$ cat src/plg_map.svh
`ifndef PLG_MAP_SVH
`define PLG_MAP_SVH

// Register offsets on the serial control port
`define PLG_ADDR_GENERAL 12'h0200
`define PLG_ADDR_CPUMP 12'h0201
`define PLG_ADDR_REFDIV 12'h0202
`define PLG_ADDR_UPDATE 12'h0005

// Writable bit masks; everything else reads zero
`define PLG_MASK_GENERAL 8'h17
`define PLG_MASK_CPUMP 8'h0F
`define PLG_MASK_REFDIV 8'h0F

// Field positions
`define PLG_BIT_PDOWN 0
`define PLG_BIT_CAL 1
`define PLG_BIT_SYNC 2
`define PLG_BIT_XTAL 4
`define PLG_BIT_CP_MANUAL 3
`define PLG_BIT_UPDATE 0

// Reset values
`define PLG_RST_GENERAL 8'h00
`define PLG_RST_CPUMP 8'h00
`define PLG_RST_REFDIV 8'h00

// Charge pump step and predivider zero code
`define PLG_CP_STEP_UA 11'h07D
`define PLG_REFDIV_ZERO_RATIO 5'h10

// Calibration run time, converted at the core clock rate
`define PLG_CAL_TIME_NS 1600
`define PLG_CLK_PERIOD_NS 25
`define PLG_CAL_CYCLES ((`PLG_CAL_TIME_NS + `PLG_CLK_PERIOD_NS - 1) / `PLG_CLK_PERIOD_NS)

`endif

$ cat src/plg_pkg.sv
package plg_pkg;

   typedef enum logic [0:0] {
      PLG_REF_DIFF = 1'b0,
      PLG_REF_XTAL = 1'b1
   } plg_ref_mode_t;

   typedef enum logic [0:0] {
      PLG_CAL_IDLE = 1'b0,
      PLG_CAL_RUN = 1'b1
   } plg_cal_state_t;

endpackage : plg_pkg

$ cat src/plg_ctrl.sv
`include "plg_map.svh"

// Behaviour
// - With the crystal select bit at 0 the reference pin pair is a differential clock input.
// - With the crystal select bit at 1 the positive pin feeds the amplifier and, while the power-down bit is 0, the negative pin is its driven output.
// - Writing 1 to the sync bit arms the sync circuit and the later fall to 0 fires a divider sync.
// - Setting the calibration bit to 1 runs the oscillator calibration sequence.
// - The power-down bit at 1 holds the predivider, aborts calibration and releases the negative pin, but sync still fires; at 0 the loop runs.
// - Charge-pump current is automatic while the manual bit is 0 and set by the code when it is 1.
// - The current code has no effect while the manual bit is 0.
// - The current code maps linearly from 125 uA at 000 to 1000 uA at 111 in 125 uA steps.
// - A predivider field of 0 divides the reference by 16.
// - Predivider fields 1 to 15 divide the reference by that value.
// - Written values take effect only on an update, a write of 1 to bit 0 of the update register.
module plg_ctrl #(
   parameter int CAL_CYCLES = `PLG_CAL_CYCLES
) (
   // Clock and reset
   input wire logic core_clk,
   input wire logic rst_n,
   // Register port
   input wire logic wr_en,
   input wire logic rd_en,
   input wire logic [11:0] addr,
   input wire logic [7:0] wdata,
   output logic [7:0] rd_data,
   output logic rd_valid,
   // Reference pins
   input wire logic second_reference_pos,
   input wire logic second_reference_neg_in,
   output logic second_reference_neg_out,
   output logic second_reference_neg_oe_n,
   // Loop controls
   output plg_pkg::plg_ref_mode_t ref_mode,
   output logic second_loop_power_down,
   output logic sync_armed,
   output logic sync_pulse,
   output logic cal_busy,
   output logic cp_manual,
   output logic [10:0] cp_current_ua,
   output logic [4:0] reference_predivider_ratio,
   output logic ref_div_tick
);

   function automatic logic [7:0] reg_mask(input logic [11:0] a);
      unique case (a)
         `PLG_ADDR_GENERAL: reg_mask = `PLG_MASK_GENERAL;
         `PLG_ADDR_CPUMP: reg_mask = `PLG_MASK_CPUMP;
         `PLG_ADDR_REFDIV: reg_mask = `PLG_MASK_REFDIV;
         default: reg_mask = 8'h00;
      endcase
   endfunction : reg_mask

   // Written (shadow) and applied copies
   logic [7:0] shd_gen, shd_cp, shd_ref;
   logic [7:0] act_gen, act_cp, act_ref;
   logic [7:0] next_shd_gen, next_shd_cp, next_shd_ref;
   logic [7:0] next_act_gen, next_act_cp, next_act_ref;
   logic [7:0] next_rd_data;
   logic next_rd_valid;
   logic io_update;

   assign io_update = wr_en && addr == `PLG_ADDR_UPDATE && wdata[`PLG_BIT_UPDATE];

   always_comb begin
      next_shd_gen = shd_gen;
      next_shd_cp = shd_cp;
      next_shd_ref = shd_ref;
      if (wr_en) begin
         if (addr == `PLG_ADDR_GENERAL) begin
            next_shd_gen = wdata & reg_mask(addr);
         end
         if (addr == `PLG_ADDR_CPUMP) begin
            next_shd_cp = wdata & reg_mask(addr);
         end
         if (addr == `PLG_ADDR_REFDIV) begin
            next_shd_ref = wdata & reg_mask(addr);
         end
      end
      // Update copies what was written before this cycle
      next_act_gen = io_update ? shd_gen : act_gen;
      next_act_cp = io_update ? shd_cp : act_cp;
      next_act_ref = io_update ? shd_ref : act_ref;
      next_rd_valid = rd_en;
      next_rd_data = 8'h00;
      if (rd_en) begin
         unique case (addr)
            `PLG_ADDR_GENERAL: next_rd_data = shd_gen;
            `PLG_ADDR_CPUMP: next_rd_data = shd_cp;
            `PLG_ADDR_REFDIV: next_rd_data = shd_ref;
            default: next_rd_data = 8'h00;
         endcase
      end
   end

   always_ff @(posedge core_clk) begin
      if (!rst_n) begin
         shd_gen <= `PLG_RST_GENERAL;
         shd_cp <= `PLG_RST_CPUMP;
         shd_ref <= `PLG_RST_REFDIV;
         act_gen <= `PLG_RST_GENERAL;
         act_cp <= `PLG_RST_CPUMP;
         act_ref <= `PLG_RST_REFDIV;
         rd_data <= 8'h00;
         rd_valid <= 1'b0;
      end else begin
         shd_gen <= next_shd_gen;
         shd_cp <= next_shd_cp;
         shd_ref <= next_shd_ref;
         act_gen <= next_act_gen;
         act_cp <= next_act_cp;
         act_ref <= next_act_ref;
         rd_data <= next_rd_data;
         rd_valid <= next_rd_valid;
      end
   end

   // Static controls from the applied copy
   assign ref_mode = plg_pkg::plg_ref_mode_t'(act_gen[`PLG_BIT_XTAL]);
   assign second_loop_power_down = act_gen[`PLG_BIT_PDOWN];
   assign sync_armed = act_gen[`PLG_BIT_SYNC];
   assign cp_manual = act_cp[`PLG_BIT_CP_MANUAL];
   // Auto mode reports zero so the code cannot leak through
   assign cp_current_ua = cp_manual ? 11'((act_cp[2:0] + 11'h001) * `PLG_CP_STEP_UA) : 11'h000;
   assign reference_predivider_ratio = (act_ref[3:0] == 4'h0) ? `PLG_REFDIV_ZERO_RATIO
                                       : {1'b0, act_ref[3:0]};

   // Sync fires on the applied falling edge, calibration on the applied rising edge
   plg_pkg::plg_cal_state_t cal_state, next_cal_state;
   logic [15:0] cal_count, next_cal_count;
   logic next_sync_pulse;

   always_comb begin
      next_sync_pulse = io_update && act_gen[`PLG_BIT_SYNC] && !shd_gen[`PLG_BIT_SYNC];
      next_cal_state = cal_state;
      next_cal_count = cal_count;
      unique case (cal_state)
         plg_pkg::PLG_CAL_IDLE: begin
            if (io_update && !act_gen[`PLG_BIT_CAL] && shd_gen[`PLG_BIT_CAL]) begin
               next_cal_state = plg_pkg::PLG_CAL_RUN;
               next_cal_count = 16'(CAL_CYCLES - 1);
            end
         end
         plg_pkg::PLG_CAL_RUN: begin
            // Power-down aborts a calibration in flight
            if (second_loop_power_down || cal_count == 16'h0000) begin
               next_cal_state = plg_pkg::PLG_CAL_IDLE;
               next_cal_count = 16'h0000;
            end else begin
               next_cal_count = cal_count - 16'h0001;
            end
         end
      endcase
   end

   always_ff @(posedge core_clk) begin
      if (!rst_n) begin
         cal_state <= plg_pkg::PLG_CAL_IDLE;
         cal_count <= 16'h0000;
         sync_pulse <= 1'b0;
      end else begin
         cal_state <= next_cal_state;
         cal_count <= next_cal_count;
         sync_pulse <= next_sync_pulse;
      end
   end

   assign cal_busy = cal_state == plg_pkg::PLG_CAL_RUN;

   // Reference pins, two flops before use; neg input only matters in differential mode
   logic [1:0] pos_sync, neg_sync;
   logic pos_prev, ref_level, ref_tick;

   always_ff @(posedge core_clk) begin
      if (!rst_n) begin
         pos_sync <= 2'b00;
         neg_sync <= 2'b00;
         pos_prev <= 1'b0;
         second_reference_neg_out <= 1'b0;
      end else begin
         pos_sync <= {pos_sync[0], second_reference_pos};
         neg_sync <= {neg_sync[0], second_reference_neg_in};
         pos_prev <= ref_level;
         second_reference_neg_out <= !pos_sync[1];
      end
   end

   always_comb begin
      if (ref_mode == plg_pkg::PLG_REF_XTAL) begin
         ref_level = pos_sync[1];
      end else begin
         ref_level = pos_sync[1] && !neg_sync[1];
      end
   end

   assign ref_tick = ref_level && !pos_prev;
   // Negative pin is released as an input unless it carries the amplifier output
   assign second_reference_neg_oe_n = !(ref_mode == plg_pkg::PLG_REF_XTAL
                                        && !second_loop_power_down);

   plg_ref_prediv u_prediv (
      .core_clk(core_clk),
      .rst_n(rst_n),
      .ref_tick(ref_tick),
      .ratio(reference_predivider_ratio),
      .power_down(second_loop_power_down),
      .div_tick(ref_div_tick)
   );
endmodule : plg_ctrl

$ cat src/plg_ref_prediv.sv
module plg_ref_prediv (
   // Clock and reset
   input wire logic core_clk,
   input wire logic rst_n,
   // Reference edges in, divided edges out
   input wire logic ref_tick,
   input wire logic [4:0] ratio,
   input wire logic power_down,
   output logic div_tick
);

   logic [4:0] count;
   logic [4:0] next_count;
   logic next_div_tick;

   always_comb begin
      next_count = count;
      next_div_tick = 1'b0;
      if (power_down) begin
         next_count = 5'h00;
      end else if (ref_tick) begin
         if (count >= ratio - 5'h01) begin
            next_count = 5'h00;
            next_div_tick = 1'b1;
         end else begin
            next_count = count + 5'h01;
         end
      end
   end

   always_ff @(posedge core_clk) begin
      if (!rst_n) begin
         count <= 5'h00;
         div_tick <= 1'b0;
      end else begin
         count <= next_count;
         div_tick <= next_div_tick;
      end
   end

endmodule : plg_ref_prediv

$ cat config.mk
export PLATFORM = sky130hd
export DESIGN_NAME = plg_ctrl
export DESIGN_NICKNAME = d
export VERILOG_FILES = /design/src/plg_pkg.sv /design/src/plg_ctrl.sv /design/src/plg_ref_prediv.sv
export VERILOG_INCLUDE_DIRS = /design/src /design/src/src
export SDC_FILE = /design/constraint.sdc
export NUM_CORES = 1
export LEC_CHECK = 0
export BUFFER_PORTS_ARGS = -buffer_cell sky130_fd_sc_hd__clkbuf_2
export CAP_MARGIN = 25
export CELL_PAD_IN_SITES_DETAIL_PLACEMENT = 0
export CELL_PAD_IN_SITES_GLOBAL_PLACEMENT = 2
export CORE_AREA = 2 2 74 146
export DETAILED_ROUTE_END_ITERATION = 7
export DIE_AREA = 0 0 76 148
export PLACE_DENSITY = 0.9
export REMOVE_ABC_BUFFERS = 1
export SLEW_MARGIN = 20
export SYNTH_ARGS = -nofsm -noshare
export SYNTH_HDL_FRONTEND = slang
export SYNTH_SLANG_ARGS = --single-unit
$ cat constraint.sdc
create_clock -name core_clk -period 7.19 [get_ports core_clk]
set_clock_uncertainty 0.1 [all_clocks]
set_input_delay 0.3595 -clock core_clk [delete_from_list [all_inputs] [get_ports core_clk]]
set_output_delay 0.3595 -clock core_clk [all_outputs]
set_load 0.01 [all_outputs]
==> impl_metrics.tcl <==
set metrics [dict create \
    grt_pass1_wl_um 14900 \
    avgRoutedWirePerCell_um 14.4 \
    grt_pass1_vias 3291 \
    relSlewSlack_pct 48.7 \
    drv_slew 0 \
    post_cts_buffers 0 \
    synth_area_um2 3560 \
    routed-via-count 3131 \
    syn_to_final_growth_pct 18.7 \
    async_flop_share_pct 0 \
    portBuffers 53 \
    start_kind "flip-flop" \
    cts_max_level 3 \
    switchingPower_w 0.000166 \
    grt_use_total_pct 16.6 \
    viasPerCell 5.12 \
    p_int_w 0.000657 \
    power_density_nw_per_um2 195 \
    worstReg2RegStart "cal_count[0]$_SDFFE_PN0P_" \
    netlist_instances 427 \
    clockBufferDepth 2 \
    layout.cells.non_filler 612 \
    startpoint "act_cp[0]$_SDFFE_PN0P_" \
    fillCellCount 1046 \
    power_frac_seq_pct 40.9 \
    rows 52 \
    power.leakage_nw 1.82 \
    setup_viol 0 \
    die_area_um2 11200 \
    synth_flop_cell "dfxtp_1" \
    cts_root_buf "clkbuf_16" \
    criticalPathCategory "flip-flop to primary output" \
    critPathMaxFanout 9 \
    rsz0062_at_grt "no" \
    yosys_warnings 0 \
    drt-total-wl_um 8810 \
    hold_buffers 0 \
    cts_buffers 9 \
    hold_class "input pin to flip-flop" \
    ios 60 \
    coreArea_um2 10100 \
    initial_core_util_pct 35.3 \
    hold_violations 0 \
    synth_cell_types 56 \
    clk_latency_ns 0.33 \
    finalCritPeriodShare_pct 67.5 \
    ys_ff_latch 60 \
    p_clk_share_pct 56.1 \
    synth_edf_count 0 \
    peakVddDrop_mv 0.144 \
    drt_iter0_markers 95 \
    grt_max_degree 37 \
    multi_input_area_um2 2150 \
    mostFrequentLayoutCell "dfxtp_1" \
    postRouteAntennaNets 0 \
    post-route-util_pct 41.9 \
    grt-ovfl-total 0 \
    die_w_um 76 \
    fin_tns_setup_ns 0 \
    avgSynthCellArea_um2 8.34 \
    drive_above_1_share_pct 16.4 \
    status "complete, no violations" \
    post_cts_resize_count 0 \
    setup.worst_path.end_class "primary output" \
    max_freq_mhz 206 \
    worstPathRequired_ns 6.73 \
    die_h_um 148 \
    diodes 0 \
    nets 531 \
    drv_cap 0 \
    pwr-share-comb_pct 3.1 \
    period_needed_ns 4.85 \
    total_power_w 0.000823 \
    dr.pass1.iters 4 \
    gp_congestion 0.842 \
    clk_pin_slew_ns 0.05 \
    final_cell_mix "60 x dfxtp_1, 53 x clkbuf_2, 46 x nand2_1, 35 x nor2_1" \
    register_area_um2 1200 \
    tightest_slew_ns 0.764 \
    drc 0 \
    antenna_found_initial 0 \
    dp.cells 596 \
    r2r_setup_slack_ns 4.69 \
    dp_hpwl_um 6840 \
    ys_seq_area_share_pct 33.7 \
    cts.sinks 60 \
    switching_share_pct 20.2 \
    min_from "second_reference_pos" \
    arrival_ns 4.39 \
    cts_tree "done" \
]
-- per-layer routing --
layer | part of all wire (%) | GRT usage, %
met1 | 37 | 15.4
met2 | 57 | 33.0
met3 | 3.5 | 3.97
met4 | 2.9 | 8.27
met5 | 0 | 0
-- synthesized netlist by cell type (all sizes together) (5+ instances only) --
cell type / count / area [µm²]
a21oi: 30 / 150
nor3: 14 / 70.1
nor2: 35 / 131
nor2b: 8 / 50.1
inv: 30 / 113
buf: 5 / 38.8
nand4: 5 / 31.3
nand3: 16 / 80.1
nor4: 12 / 90.1
or4: 6 / 52.6
mux2i: 17 / 170
o21ai: 14 / 70.1
clkbuf: 17 / 63.8
and2: 10 / 62.6
nand2: 46 / 173
a211oi: 5 / 42.5
dfxtp: 60 / 1200
ha: 26 / 325
fa: 7 / 140
xor2: 6 / 52.6
-- stage by stage --
| step | hold WS, ns | worst slack, ns | instance area (µm²) |
|---|---|---|---|
| floorplan | 0.293 | 3.14 | 3470 |
| global placement | 0.307 | 2.67 | 3910 |
| detailed placement | 0.324 | 2.59 | 3910 |
| CTS | 0.123 | 2.23 | 4230 |
| global route | 0.136 | 1.95 | 4230 |
| finish | 0.134 | 2.34 | 4230 |
-- final timing paths --
check,endpoint,cells after the start
max,cp_current_ua[10],12
min,pos_sync[0]$_SDFF_PN0_,2
max reg2reg,cal_count[4]$_SDFFE_PN0P_,7
min reg2reg,second_reference_neg_out$_SDFF_PN0_,1
-- worst max-delay path: stages (launching register included) --
cell       delay (ns)
dfxtp_1          0.58
ha_1             0.24
xor2_1           0.60
fa_1             0.61
fa_1             0.56
inv_1            0.04
ha_1             0.33
nand3_1          0.09
o221ai_1         0.15
a2111oi_0        0.45
nor3_1           0.13
mux2i_1          0.15
clkbuf_2         0.15
-- flip-flops by register name, indices dropped and copies added (netlist names), 2 cells and up --
signal          flops
cal_count          16
shd_gen             4
u_prediv.count      5
rd_data             5
act_ref             4
neg_sync            2
pos_sync            2
act_cp              4
shd_ref             4
shd_cp              4
act_gen             4
-- power groups by stage --
stage | registers, W | clock network, W | logic, W
2_1_floorplan | 0.000343 | 0 | 0.0000106
3_3_place_gp | 0.000343 | 0 | 0.0000250
3_5_place_dp | 0.000343 | 0 | 0.0000254
4_1_cts | 0.000336 | 0.000474 | 0.0000255
5_1_grt | 0.000336 | 0.000487 | 0.0000280
6_report | 0.000336 | 0.000462 | 0.0000251
-- logic make-up (layout without fill, tap and decap cells) --
group | Yosys count | after routing | synth area share (%)
compound gates | 71 | 71 | 12.5
mux | 18 | 18 | 5.09
buf+inv | 53 | 101 | 6.15
other cells | 1 | 3 | 0.105
xor+xnor | 10 | 10 | 2.46
fa+ha+maj | 33 | 33 | 13.1
flops | 60 | 60 | 33.7
simple gates | 181 | 181 | 26.9
-- layout make-up --
type	instances	share of cell area, %
Tap cell	135	4.00
Clock inverter	4	1.72
Sequential cell	60	28.4
Timing Repair Buffer	54	6.45
Inverter	31	2.75
Clock buffer	12	5.83
Multi-Input combinational cell	316	50.8
No activity file was read; power rests on OpenSTA's default activity.
